==> src/shared/qfc_pkg.sv <==
// constants and carrier types of the quad flash sequencer
// assumes: one system clock domain samples the serial pins

package qfc_pkg;

  // ************************************************************
  // command codes
  // ************************************************************
  localparam logic [7:0] OP_QREAD = 8'hEB;
  localparam logic [7:0] OP_QREAD_DW = 8'hE7;
  localparam logic [7:0] OP_SET_WRAP = 8'h77;
  localparam logic [7:0] OP_ERASE_64K = 8'hD8;
  localparam logic [7:0] OP_ERASE_32K = 8'h52;
  localparam logic [7:0] OP_ERASE_4K = 8'h20;
  localparam logic [7:0] OP_ERASE_CHIP_A = 8'h60;
  localparam logic [7:0] OP_ERASE_CHIP_B = 8'hC7;
  localparam logic [7:0] OP_PROGRAM = 8'h02;

  // ************************************************************
  // status bit positions and mode byte fields
  // ************************************************************
  localparam int SR1_QUAD_ENABLE_POS = 2;
  localparam int SR4_CONT_READ_POS = 3;
  localparam int MODE_SEL_HI = 5;
  localparam int MODE_SEL_LO = 4;
  localparam logic [1:0] MODE_SEL_CONT = 2'b10;
  localparam int WRAP_LEN_HI = 6;
  localparam int WRAP_LEN_LO = 4;

  // ************************************************************
  // block address fields
  // ************************************************************
  localparam int BLK64_HI = 19;
  localparam int BLK64_LO = 16;
  localparam int BLK32_HI = 19;
  localparam int BLK32_LO = 15;
  localparam int BLK4_HI = 19;
  localparam int BLK4_LO = 12;
  localparam int DWORD_ALIGN_BITS = 2;

  // ************************************************************
  // transfer lengths in serial clocks
  // ************************************************************
  localparam logic [4:0] CMD_CLOCKS = 5'h08;
  localparam logic [4:0] QADDR_CLOCKS = 5'h06;
  localparam logic [4:0] QMODE_CLOCKS = 5'h02;
  localparam logic [4:0] SADDR_CLOCKS = 5'h18;
  localparam logic [4:0] SBYTE_CLOCKS = 5'h08;

  // ************************************************************
  // reset values, pin enable codes and fifo depth
  // ************************************************************
  localparam logic [7:0] WRAP_RESET = 8'hFF;
  localparam logic [3:0] OE_N_RELEASED = 4'hF;
  localparam logic [3:0] OE_N_DRIVEN = 4'h0;
  localparam int FIFO_DEPTH = 4;

  // ************************************************************
  // types
  // ************************************************************
  typedef enum logic [2:0] {
    ST_IDLE = 3'b000,
    ST_CMD = 3'b001,
    ST_QADDR = 3'b010,
    ST_QMODE = 3'b011,
    ST_QDATA = 3'b100,
    ST_SADDR = 3'b101,
    ST_SDATA = 3'b110,
    ST_HALT = 3'b111
  } qfc_state_e;

  typedef enum logic [1:0] {
    ER_CHIP = 2'b00,
    ER_4K = 2'b01,
    ER_32K = 2'b10,
    ER_64K = 2'b11
  } qfc_erase_e;

  typedef struct packed {
    logic [23:0] addr;
    logic [7:0] wrap;
  } qfc_rd_req_s;

  typedef struct packed {
    qfc_erase_e kind;
    logic [7:0] block;
  } qfc_erase_s;

  typedef struct packed {
    logic [23:0] addr;
    logic [7:0] data;
  } qfc_prog_s;

endpackage

==> src/hw/qfc_top.sv <==
// device-side flash sequencer: continuous quad read, burst wrap, erase decode, program
// assumes: host pins are asynchronous; the array sits behind the
// read fifo and the erase / program strobes, on ref_clk_in
//
// Behaviour
// RULE1: continuous mode needs quad enable and continuous read enable both set.
// RULE2: continuous mode only for EBh/E7h; first transfer 1-4-4, later ones 0-4-4.
// RULE3: E7h reads from a double-word aligned address; EBh takes any address.
// RULE4: host drives all mode bits, preferably 55h or FFh outside continuous mode.
// RULE5: mode byte follows address; bits 5:4 equal to 10 enter continuous mode.
// RULE6: initial transfer: opcode on one line, 24-bit address in six quad clocks.
// RULE7: in continuous mode each transaction carries only address and mode byte.
// RULE8: chip select high stops output; next selection takes a new address.
// RULE9: mode byte re-decoded each transfer; not 10 finishes read then leaves mode.
// RULE10: in 0-4-4 mode only the active EBh or E7h read executes.
// RULE11: host leaves continuous mode before sending 77h.
// RULE12: 77h carries eight wrap bits; bits 6:4 pick 8 to 64 byte wrap.
// RULE13: 77h only updates wrap setting, never touches the array.
// RULE14: 77h uses 1-4-4: opcode on one line, address and wrap on four.
// RULE15: D8h erases 64 kB block from address bits 19:16.
// RULE16: 52h erases 32 kB block from address bits 19:15.
// RULE17: 20h erases 4 kB block from address bits 19:12.
// RULE18: supports page or partial program and chip or block erase.
// RULE19: input latched on rising sclk, output changed on falling sclk.
// RULE20: after address and mode, device drives four bits per clock on all lines.
// RULE21: after leaving continuous mode, next transaction opens with an opcode.
`timescale 1ns/1ps

module qfc_top
  import qfc_pkg::*;
(
  input wire logic ref_clk_in,               // 50 MHz system clock
  input wire logic arst_n_in,                // async reset, active low
  input wire logic cs_n_in,                  // host chip select, active low
  input wire logic sclk_in,                  // host serial clock
  input wire logic [3:0] io_in,              // data pins, input side
  output logic [3:0] io_out,                 // data pins, output side
  output logic [3:0] io_oe_n_out,            // data pin enables, low drives
  input wire logic [7:0] status1_in,         // first status register
  input wire logic [7:0] status4_in,         // fourth status register
  output logic cont_mode_out,                // continuous read mode active
  output logic [7:0] wrap_setting_out,       // burst wrap byte
  output qfc_rd_req_s rd_req_out,            // read start address and wrap
  output logic rd_req_valid_out,             // read start pulse
  input wire logic [7:0] mem_data_in,        // array read byte
  input wire logic mem_valid_in,             // array read byte valid
  output logic mem_ready_out,                // fifo has room
  output qfc_erase_s erase_out,              // erase kind and block
  output logic erase_valid_out,              // erase pulse
  output qfc_prog_s prog_out,                // program address and byte
  output logic prog_valid_out                // program byte pulse
);

  // ************************************************************
  // reset release and pin sampling
  // ************************************************************
  logic [1:0] rst_pipe;
  wire rst_n = rst_pipe[1];

  always_ff @(posedge ref_clk_in or negedge arst_n_in) begin
    if (!arst_n_in) begin
      rst_pipe <= 2'h0;
    end else begin
      rst_pipe <= {rst_pipe[0], 1'b1};
    end
  end

  logic [5:0] pins;
  qfc_sync #(.WIDTH(6), .RST(6'h20)) u_sync (
    .clk_in(ref_clk_in),
    .rst_n_in(rst_n),
    .d_in({cs_n_in, sclk_in, io_in}),
    .q_out(pins)
  );

  wire cs_n_lvl = pins[5];
  wire sclk_lvl = pins[4];
  wire [3:0] io_lvl = pins[3:0];

  logic cs_n_q;
  logic sclk_q;
  always_ff @(posedge ref_clk_in or negedge rst_n) begin
    if (!rst_n) begin
      cs_n_q <= 1'b1;
      sclk_q <= 1'b0;
    end else begin
      cs_n_q <= cs_n_lvl;
      sclk_q <= sclk_lvl;
    end
  end

  wire cs_fall = cs_n_q && !cs_n_lvl;
  wire cs_rise = !cs_n_q && cs_n_lvl;
  wire selected = !cs_n_lvl && !cs_n_q;
  wire sclk_rise = selected && sclk_lvl && !sclk_q; // RULE19
  wire sclk_fall = selected && !sclk_lvl && sclk_q; // RULE19

  // ************************************************************
  // registers and decode wires
  // ************************************************************
  qfc_state_e state;
  qfc_state_e next_state;
  logic [4:0] cnt;
  logic [4:0] next_cnt;
  logic [23:0] shreg;
  logic [23:0] next_shreg;
  logic [7:0] op;
  logic [7:0] next_op;
  logic [23:0] addr;
  logic [23:0] next_addr;
  logic cont;
  logic next_cont;
  logic cont_pend;
  logic next_cont_pend;
  logic [7:0] wrap;
  logic [7:0] next_wrap;
  logic [3:0] oe_n;
  logic [3:0] next_oe_n;
  logic [3:0] dout;
  logic [3:0] next_dout;
  logic lo_nib;
  logic next_lo_nib;
  logic rd_v;
  logic next_rd_v;
  qfc_rd_req_s rd_req;
  qfc_rd_req_s next_rd_req;
  logic er_v;
  logic next_er_v;
  qfc_erase_s er;
  qfc_erase_s next_er;
  logic pg_v;
  logic next_pg_v;
  qfc_prog_s pg;
  qfc_prog_s next_pg;
  logic pop;

  wire quad_enable_bit = status1_in[SR1_QUAD_ENABLE_POS];
  wire continuous_read_enable = status4_in[SR4_CONT_READ_POS];
  wire cont_allowed = quad_enable_bit && continuous_read_enable; // RULE1

  wire [7:0] op_shift = {shreg[6:0], io_lvl[0]};
  wire [23:0] qaddr_shift = {shreg[19:0], io_lvl};
  wire [7:0] qbyte_shift = {shreg[3:0], io_lvl};
  wire [23:0] saddr_shift = {shreg[22:0], io_lvl[0]};
  wire [1:0] mode_sel = qbyte_shift[MODE_SEL_HI:MODE_SEL_LO];
  wire is_qread = (op == OP_QREAD) || (op == OP_QREAD_DW); // RULE2
  // E7h forces a double-word start
  wire [23:0] read_addr = (op == OP_QREAD_DW) ? {addr[23:DWORD_ALIGN_BITS], {DWORD_ALIGN_BITS{1'b0}}} : addr; // RULE3
  wire [7:0] blk64 = 8'(addr[BLK64_HI:BLK64_LO]); // RULE15
  wire [7:0] blk32 = 8'(addr[BLK32_HI:BLK32_LO]); // RULE16
  wire [7:0] blk4 = addr[BLK4_HI:BLK4_LO]; // RULE17
  wire is_erase_op = (op == OP_ERASE_64K) || (op == OP_ERASE_32K) || (op == OP_ERASE_4K);
  wire is_chip_erase = (op == OP_ERASE_CHIP_A) || (op == OP_ERASE_CHIP_B);

  // ************************************************************
  // read data fifo
  // ************************************************************
  wire [7:0] fifo_data;
  wire fifo_valid;

  // flushing on chip select high keeps stale bytes out of the next burst
  qfc_fifo #(.WIDTH(8), .DEPTH(FIFO_DEPTH)) u_fifo (
    .clk_in(ref_clk_in),
    .rst_n_in(rst_n),
    .flush_in(cs_rise),
    .in_data_in(mem_data_in),
    .in_valid_in(mem_valid_in),
    .in_ready_out(mem_ready_out),
    .out_data_out(fifo_data),
    .out_valid_out(fifo_valid),
    .out_ready_in(pop)
  );

  // ************************************************************
  // transfer sequencer
  // ************************************************************
  always_comb begin
    next_state = state;
    next_cnt = cnt;
    next_shreg = shreg;
    next_op = op;
    next_addr = addr;
    next_cont = cont;
    next_cont_pend = cont_pend;
    next_wrap = wrap;
    next_oe_n = oe_n;
    next_dout = dout;
    next_lo_nib = lo_nib;
    next_rd_v = 1'b0;
    next_rd_req = rd_req;
    next_er_v = 1'b0;
    next_er = er;
    next_pg_v = 1'b0;
    next_pg = pg;
    pop = 1'b0;
    if (cs_rise) begin
      next_state = ST_IDLE;
      next_oe_n = OE_N_RELEASED; // RULE8
      if (state == ST_QDATA) begin
        next_cont = cont_pend; // RULE9
      end
      // a cut erase command is dropped
      if (state == ST_HALT && (is_erase_op || is_chip_erase) && !cont) begin
        next_er_v = 1'b1; // RULE18
        next_er.kind = ER_CHIP;
        next_er.block = 8'h00;
        if (op == OP_ERASE_64K) begin
          next_er.kind = ER_64K;
          next_er.block = blk64; // RULE15
        end else if (op == OP_ERASE_32K) begin
          next_er.kind = ER_32K;
          next_er.block = blk32; // RULE16
        end else if (op == OP_ERASE_4K) begin
          next_er.kind = ER_4K;
          next_er.block = blk4; // RULE17
        end
      end
    end else if (cs_fall) begin
      next_cnt = 5'h00;
      next_lo_nib = 1'b0;
      // continuous: reuse the held read opcode
      next_state = cont ? ST_QADDR : ST_CMD; // RULE7 RULE10 RULE21
    end else if (sclk_rise) begin
      next_cnt = cnt + 5'h01;
      case (state)
        ST_CMD: begin
          next_shreg = {16'h0000, op_shift};
          if (cnt == CMD_CLOCKS - 5'h01) begin
            next_op = op_shift;
            next_cnt = 5'h00;
            if ((op_shift == OP_QREAD || op_shift == OP_QREAD_DW) && quad_enable_bit) begin
              next_state = ST_QADDR; // RULE2 RULE6
            end else if (op_shift == OP_SET_WRAP) begin
              next_state = ST_QADDR; // RULE14
            end else if (op_shift == OP_ERASE_64K || op_shift == OP_ERASE_32K || op_shift == OP_ERASE_4K ||
                         op_shift == OP_PROGRAM) begin
              next_state = ST_SADDR;
            end else begin
              next_state = ST_HALT;
            end
          end
        end
        ST_QADDR: begin
          next_shreg = qaddr_shift;
          if (cnt == QADDR_CLOCKS - 5'h01) begin
            next_addr = qaddr_shift; // RULE6
            next_cnt = 5'h00;
            next_state = ST_QMODE;
          end
        end
        ST_QMODE: begin
          next_shreg = {16'h0000, qbyte_shift};
          if (cnt == QMODE_CLOCKS - 5'h01) begin
            next_cnt = 5'h00;
            if (op == OP_SET_WRAP) begin
              // wrap byte only: nothing reaches the array
              next_wrap = qbyte_shift; // RULE12 RULE13
              next_state = ST_HALT;
            end else begin
              next_cont_pend = is_qread && cont_allowed && (mode_sel == MODE_SEL_CONT); // RULE5 RULE1 RULE9
              next_rd_v = 1'b1;
              next_rd_req.addr = read_addr; // RULE3
              next_rd_req.wrap = wrap;
              next_oe_n = OE_N_DRIVEN; // RULE20
              next_lo_nib = 1'b0;
              next_state = ST_QDATA;
            end
          end
        end
        ST_SADDR: begin
          next_shreg = saddr_shift;
          if (cnt == SADDR_CLOCKS - 5'h01) begin
            next_addr = saddr_shift;
            next_cnt = 5'h00;
            next_state = (op == OP_PROGRAM) ? ST_SDATA : ST_HALT;
          end
        end
        ST_SDATA: begin
          next_shreg = {16'h0000, op_shift};
          if (cnt == SBYTE_CLOCKS - 5'h01) begin
            next_cnt = 5'h00;
            next_pg_v = 1'b1; // RULE18
            next_pg.addr = addr;
            next_pg.data = op_shift;
            // column wraps inside the 256-byte page
            next_addr = {addr[23:8], addr[7:0] + 8'h01};
          end
        end
        default: begin
          next_cnt = cnt;
        end
      endcase
    end else if (sclk_fall && state == ST_QDATA) begin
      // empty fifo repeats the nibble: the array must keep ahead
      if (fifo_valid) begin
        next_dout = lo_nib ? fifo_data[3:0] : fifo_data[7:4]; // RULE20 RULE19
        next_lo_nib = !lo_nib;
        pop = lo_nib;
      end
    end
  end

  always_ff @(posedge ref_clk_in or negedge rst_n) begin
    if (!rst_n) begin
      state <= ST_IDLE;
      cnt <= 5'h00;
      shreg <= 24'h000000;
      op <= 8'h00;
      addr <= 24'h000000;
      cont <= 1'b0;
      cont_pend <= 1'b0;
      wrap <= WRAP_RESET;
      oe_n <= OE_N_RELEASED;
      dout <= 4'h0;
      lo_nib <= 1'b0;
    end else begin
      state <= next_state;
      cnt <= next_cnt;
      shreg <= next_shreg;
      op <= next_op;
      addr <= next_addr;
      cont <= next_cont;
      cont_pend <= next_cont_pend;
      wrap <= next_wrap;
      oe_n <= next_oe_n;
      dout <= next_dout;
      lo_nib <= next_lo_nib;
    end
  end

  always_ff @(posedge ref_clk_in or negedge rst_n) begin
    if (!rst_n) begin
      rd_v <= 1'b0;
      rd_req <= '0;
      er_v <= 1'b0;
      er <= '0;
      pg_v <= 1'b0;
      pg <= '0;
    end else begin
      rd_v <= next_rd_v;
      rd_req <= next_rd_req;
      er_v <= next_er_v;
      er <= next_er;
      pg_v <= next_pg_v;
      pg <= next_pg;
    end
  end

  // ************************************************************
  // outputs
  // ************************************************************
  assign io_out = dout;
  assign io_oe_n_out = oe_n;
  assign cont_mode_out = cont;
  assign wrap_setting_out = wrap;
  assign rd_req_out = rd_req;
  assign rd_req_valid_out = rd_v;
  assign erase_out = er;
  assign erase_valid_out = er_v;
  assign prog_out = pg;
  assign prog_valid_out = pg_v;

endmodule

==> src/hw/qfc_sync.sv <==
// three-stage pin synchroniser with agreement filter
// assumes: inputs asynchronous to clk_in; stages two and three must agree
`timescale 1ns/1ps

module qfc_sync #(
  parameter int WIDTH = 1,
  parameter logic [WIDTH-1:0] RST = '0
) (
  input wire logic clk_in,              // system clock
  input wire logic rst_n_in,            // synchronous-release reset
  input wire logic [WIDTH-1:0] d_in,    // raw pin levels
  output logic [WIDTH-1:0] q_out        // filtered levels
);

  genvar i;
  generate
    for (i = 0; i < WIDTH; i++) begin : g_lane
      logic s1;
      logic s2;
      logic s3;
      logic lvl;
      // s1 feeds only s2 to keep the metastable stage isolated
      always_ff @(posedge clk_in or negedge rst_n_in) begin
        if (!rst_n_in) begin
          s1 <= RST[i];
          s2 <= RST[i];
          s3 <= RST[i];
          lvl <= RST[i];
        end else begin
          s1 <= d_in[i];
          s2 <= s1;
          s3 <= s2;
          if (s2 == s3) begin
            lvl <= s3;
          end
        end
      end
      assign q_out[i] = lvl;
    end
  endgenerate

endmodule

==> src/hw/qfc_fifo.sv <==
// small synchronous fifo with valid/ready on both sides and a flush
// assumes: single clock; flush drops every stored word in one cycle
`timescale 1ns/1ps

module qfc_fifo #(
  parameter int WIDTH = 8,
  parameter int DEPTH = 4
) (
  input wire logic clk_in,              // system clock
  input wire logic rst_n_in,            // reset, active low
  input wire logic flush_in,            // drop contents
  input wire logic [WIDTH-1:0] in_data_in,  // fill data
  input wire logic in_valid_in,         // fill valid
  output logic in_ready_out,            // not full
  output logic [WIDTH-1:0] out_data_out,    // head word
  output logic out_valid_out,           // not empty
  input wire logic out_ready_in         // drain accept
);

  localparam int AW = $clog2(DEPTH);
  localparam logic [AW:0] CNT_FULL = (AW+1)'(DEPTH);

  logic [WIDTH-1:0] mem [DEPTH];
  logic [AW-1:0] wr_ptr;
  logic [AW-1:0] rd_ptr;
  logic [AW:0] count;

  wire do_push = in_valid_in && in_ready_out;
  wire do_pop = out_valid_out && out_ready_in;
  wire [AW-1:0] wr_inc = (wr_ptr == AW'(DEPTH - 1)) ? '0 : wr_ptr + 1'b1;
  wire [AW-1:0] rd_inc = (rd_ptr == AW'(DEPTH - 1)) ? '0 : rd_ptr + 1'b1;

  assign in_ready_out = (count != CNT_FULL);
  assign out_valid_out = (count != '0);
  assign out_data_out = mem[rd_ptr];

  always_ff @(posedge clk_in) begin
    if (do_push) begin
      mem[wr_ptr] <= in_data_in;
    end
  end

  always_ff @(posedge clk_in or negedge rst_n_in) begin
    if (!rst_n_in) begin
      wr_ptr <= '0;
      rd_ptr <= '0;
      count <= '0;
    end else if (flush_in) begin
      wr_ptr <= '0;
      rd_ptr <= '0;
      count <= '0;
    end else begin
      wr_ptr <= do_push ? wr_inc : wr_ptr;
      rd_ptr <= do_pop ? rd_inc : rd_ptr;
      count <= count + (AW+1)'(do_push) - (AW+1)'(do_pop);
    end
  end

endmodule

==> config.mk <==
export PLATFORM = sky130hd
export DESIGN_NAME = qfc_top
export DESIGN_NICKNAME = d
export VERILOG_FILES = /design/src/shared/qfc_pkg.sv /design/src/hw/qfc_top.sv /design/src/hw/qfc_sync.sv /design/src/hw/qfc_fifo.sv
export SDC_FILE = /design/constraint.sdc
export NUM_CORES = 1
export LEC_CHECK = 0
export BUFFER_PORTS_ARGS = -buffer_cell sky130_fd_sc_hd__buf_2
export CAP_MARGIN = 25
export CORE_UTILIZATION = 62
export DETAILED_ROUTE_END_ITERATION = 12
export GPL_ROUTABILITY_DRIVEN = 0
export GPL_TIMING_DRIVEN = 0
export PLACE_DENSITY = 0.95
export SLEW_MARGIN = 30
export SYNTH_ARGS = -nofsm -noshare
export SYNTH_HDL_FRONTEND = slang
export SYNTH_SLANG_ARGS = --single-unit
export TNS_END_PERCENT = 1
==> constraint.sdc <==
create_clock -name ref_clk_in -period 17.49 [get_ports ref_clk_in]
set_clock_uncertainty 0.2 [all_clocks]
set_input_delay 3.498 -clock ref_clk_in [delete_from_list [all_inputs] [get_ports ref_clk_in]]
set_output_delay 3.498 -clock ref_clk_in [all_outputs]
set_load 0.02 [all_outputs]
==> impl_results.rst <==
.. list-table::
   :header-rows: 1

   * - Metric
     - Value
   * - Number of max-cap violations
     - 0
   * - Post-layout minimum cycle time
     - around 5.1 ns
   * - Final number of setup-violating endpoints
     - 0
   * - Switching component of the power
     - 0.446 mW
   * - Slew @ Worst Pin
     - around 0.87 ns
   * - Status
     - complete, no violations
   * - Via-to-Cell Ratio
     - 6.43
   * - Final cell utilization of the core
     - 74.3%
   * - Data arrival time of the critical path
     - between 1 and 1.5 ns
   * - Setup repair after global routing missed its margin
     - no
   * - Standard cell area after detailed placement
     - 10500 um2
   * - Area fraction in and, or, nand and nor cells after synthesis
     - between 10 and 15%
   * - Initial antenna violation count
     - 0
   * - Fraction of layout instances using a drive strength above 1
     - 25.5%
   * - Capturing point of the worst reg2reg path
     - u_fifo.count[2]
   * - Cell area after synthesis
     - 9660 um2
   * - Maximum number of pins on one net before global-route repair
     - 53
   * - Leading register cell type out of synthesis
     - sky130_fd_sc_hd__dfrtp_1
   * - Share of synthesized flip-flops with an asynchronous set or reset
     - 85.7%
   * - Post-CTS Setup Repair Bufs
     - 0
   * - Cell-by-cell trace of the critical path
     - nor2_1 > nand2_1 > buf_2
   * - Final standard cell area without fillers
     - 11300 um2
   * - Most frequent cells in the layout
     - sky130_fd_sc_hd__dfrtp_1, sky130_fd_sc_hd__nand2_1, sky130_fd_sc_hd__buf_2
   * - Post-CTS sizing
     - 0
   * - Post-synth EDFFs
     - 32
   * - Syn Inst Count
     - ~840
   * - Reg clk slew, reported paths
     - 0.06 ns
   * - Sequential area share after synthesis
     - ~60%
   * - Final TNS setup
     - 0 ns
   * - Die width
     - 127 um
   * - First-pass DRT Iterations
     - 6
   * - Post-synthesis sequential element count
     - roughly 220
   * - Total GRT Usage
     - approximately a third
   * - Min-Delay Endpoint
     - u_sync.g_lane[0].s2
   * - Hold crit path type
     - register to register
   * - Final cycle utilization of the critical path
     - between 20% and 30%
   * - CP endpoint kind
     - primary output
   * - CTS H-tree depth
     - 1
   * - Slowest cell on the critical path
     - sky130_fd_sc_hd__dfrtp_1
   * - Xor and xnor area share after synthesis
     - less than 1%
   * - Cell variety after synth
     - 70
   * - Routed vias
     - 7599
   * - Peak supply drop
     - between 0.08 and 0.09 mV
   * - Number of nets in the synthesized netlist
     - 884
   * - Worst Path Required
     - 13.79 ns
   * - Share of total power in sequential cells
     - a little under half
   * - Number of buffers inserted during clock tree synthesis
     - 23
   * - Antenna diode count
     - 0
   * - Sinks on Clock Net
     - 223
   * - Count of antenna-violating nets left after detailed routing
     - 0
   * - Warnings from Yosys
     - 0
   * - Max transition margin
     - roughly two fifths
   * - Area growth from synthesis to layout
     - 16.9%
   * - Startpoint of the tightest hold check path
     - u_sync.g_lane[0].s1
   * - Adder and majority cell fraction of the synthesized area
     - 2.51%
   * - Highest cell delay on the worst timing path
     - 0.44 ns
   * - Total gr overflow
     - 0
   * - Avg Cell Area, Syn
     - 11.5 um2
   * - Total number of placement rows
     - 45
   * - Die Y
     - 127 um
   * - Maximum fanout encountered on the critical timing path
     - 6
   * - Type of origin of the critical path
     - register
   * - Worst reg2reg path startpoint
     - cs_n_q
   * - Upper clock frequency limit
     - 0.198 GHz
   * - Gate power share
     - 20.5%
   * - Worst hold slack
     - 0.145 ns
   * - Num ports
     - 128
   * - Internal power summed over all cells
     - 0.956 mW
   * - CTS tree
     - built
   * - Cell at the root of the clock tree
     - sky130_fd_sc_hd__clkbuf_16
   * - Clock Latency Late Sink
     - 0.50 ns
   * - Switching portion of total power
     - 31.8%
   * - DRC
     - 0
   * - Worst reg2reg path depth
     - 15
   * - Final wirelength
     - 25300 um
   * - Number of global-route vias before repair
     - 7544
   * - Initial DRC Count
     - 820
   * - Effective utilization at floorplan
     - 63.6%
   * - Share of the synthesized area in compound gates (AO/OA/AOI/OAI)
     - between 10% and 20%
   * - Clock network power share
     - 34.2%
   * - Maximum clock insertion buffer count
     - 3
   * - Count of final hold-check violations
     - 0
   * - Die Footprint
     - ~16000 um2
   * - Average wire length per cell after detail routing
     - 21.4 um
   * - Number of port buffers
     - 113
   * - Main combinational cell family by area after synthesis
     - simple AND/OR/NAND/NOR gates
   * - Detailed placer's ending HPWL
     - 16700 um
   * - Smallest setup slack after layout
     - 12.43 ns
   * - Leakage power of the design
     - 5.34 nW
   * - Power Dens Cells
     - roughly 120 nW/um2
   * - Cts-stage hold buffer count
     - 0
   * - Most common library cell in the layout ignoring fill and taps
     - sky130_fd_sc_hd__dfrtp_1
   * - Slew Limit Fails
     - 0
   * - First-pass GRT wire length
     - 40000 um
   * - Post-Place Worst Slack
     - 12.23 ns
   * - FF-to-FF setup slack
     - 13.26 ns
   * - Core Footprint
     - 15200 um2
   * - Final Net Count
     - slightly above 1000
   * - Worst setup path category
     - register to primary output
   * - Proportion of synthesized area in mux cells
     - 9.83%
   * - Hold depth
     - 0
## power by group through the flow
stage / Clock, mW / Combinational (mW) / Sequential, mW
after floorplan: 0 / 0.195 / 0.627
after global placement: 0 / 0.252 / 0.639
after detailed placement: 0 / 0.275 / 0.638
after CTS: 0.481 / 0.280 / 0.630
after global routing: 0.504 / 0.313 / 0.637
final: 0.480 / 0.288 / 0.634
## Yosys cell counts (all sizes together) (3+ instances only)
| master | count | area [um2] |
|---|---|---|
| nor3 | 12 | 65.1 |
| nand2 | 159 | 599 |
| or2 | 4 | 25.0 |
| a31oi | 3 | 18.8 |
| nand2b | 5 | 31.3 |
| nand4b | 5 | 43.8 |
| clkbuf | 37 | 139 |
| inv | 24 | 90.1 |
| or4 | 4 | 33.8 |
| mux2 | 50 | 589 |
| xor2 | 3 | 26.3 |
| or4b | 3 | 30.0 |
| buf | 15 | 92.6 |
| o21ai | 69 | 345 |
| nor4 | 3 | 40.0 |
| and3b | 3 | 26.3 |
| nor3b | 4 | 30.0 |
| nand4 | 3 | 18.8 |
| ha | 13 | 163 |
| xnor2 | 4 | 35.0 |
| dfrtp | 177 | 4430 |
| nand3b | 5 | 37.5 |
| maj3 | 6 | 60.1 |
| a21oi | 11 | 55.1 |
| mux4 | 8 | 180 |
| nor2 | 32 | 120 |
| and3 | 8 | 50.1 |
| edfxtp | 32 | 961 |
| o31ai | 4 | 30.0 |
| a221oi | 7 | 61.3 |
| dfstp | 14 | 368 |
| o22ai | 4 | 25.0 |
| nand3 | 16 | 80.1 |
| o211ai | 3 | 22.5 |
| mux2i | 18 | 180 |
| a22oi | 38 | 285 |
| or4bb | 3 | 33.8 |
## layer usage
layer	wire, um	track usage [%]	share of wire [%]	vias up
li1	-	-	-	3259
met1	9690	42.0	38	3737
met2	12100	52.6	48	492
met3	2270	6.28	9.0	111
met4	1280	15.4	5.0	0
met5	0	0	0	-
## how the worst max path moves through the flow
stage | start | endpoint | slack (ns) | depth (start not counted)
floorplan | rst_pipe[1] | addr[0] | 11.60 | 0
global placement | rst_pipe[1] | io_out[2] | 9.76 | 0
detailed placement | mem_valid_in | u_fifo.count[2] | 12.23 | 9
CTS | u_fifo.count[1] | mem_ready_out | 12.43 | 3
global route | u_fifo.count[1] | mem_ready_out | 12.36 | 3
finish | u_fifo.count[1] | mem_ready_out | 12.43 | 3
## state kept, by name, summed over array words and instances (netlist names), 5 cells and up
register / cells
addr: 24
cnt: 5
erase_out: 10
op: 8
prog_out: 32
rd_req_out: 32
shreg: 23
u_fifo.mem: 32
u_sync.g_lane.lvl: 6
u_sync.g_lane.s1: 6
u_sync.g_lane.s2: 6
u_sync.g_lane.s3: 6
wrap_setting_out: 8
## stage by stage
stage          total power [mW]  std cells
6_report                   1.40       1182
3_5_place_dp              0.913       1141
5_1_grt                    1.45       1182
3_3_place_gp              0.891       1138
4_1_cts                    1.39       1182
2_1_floorplan             0.821        837
## cell families (layout without fill, tap and decap cells)
kind of cell	after synthesis	in the layout
AND/OR/NAND/NOR	278	278
flip-flops	223	223
AO/OA/AOI/OAI	156	156
multiplexers	76	76
buffers and inverters	76	233
adder cells (fa/ha/maj)	20	20
XOR/XNOR	7	7
other	1	1
## critical path, delay by kind of cell (launching register included)
family	cells	cell delay, ns
simple gates	2	0.23
buf+inv	1	0.18
flops	1	0.44
## cell type report
cell class,instances,area (um2)
sequential,223,5760
fill,898,3910
multi-input combinational,538,3590
clock buffer,32,659
timing repair buffer,116,648
tap,188,235
buffer,52,231
inverter,24,90.1
clock inverter,9,78.8
Note: power is estimated with default switching activity, not from simulation.
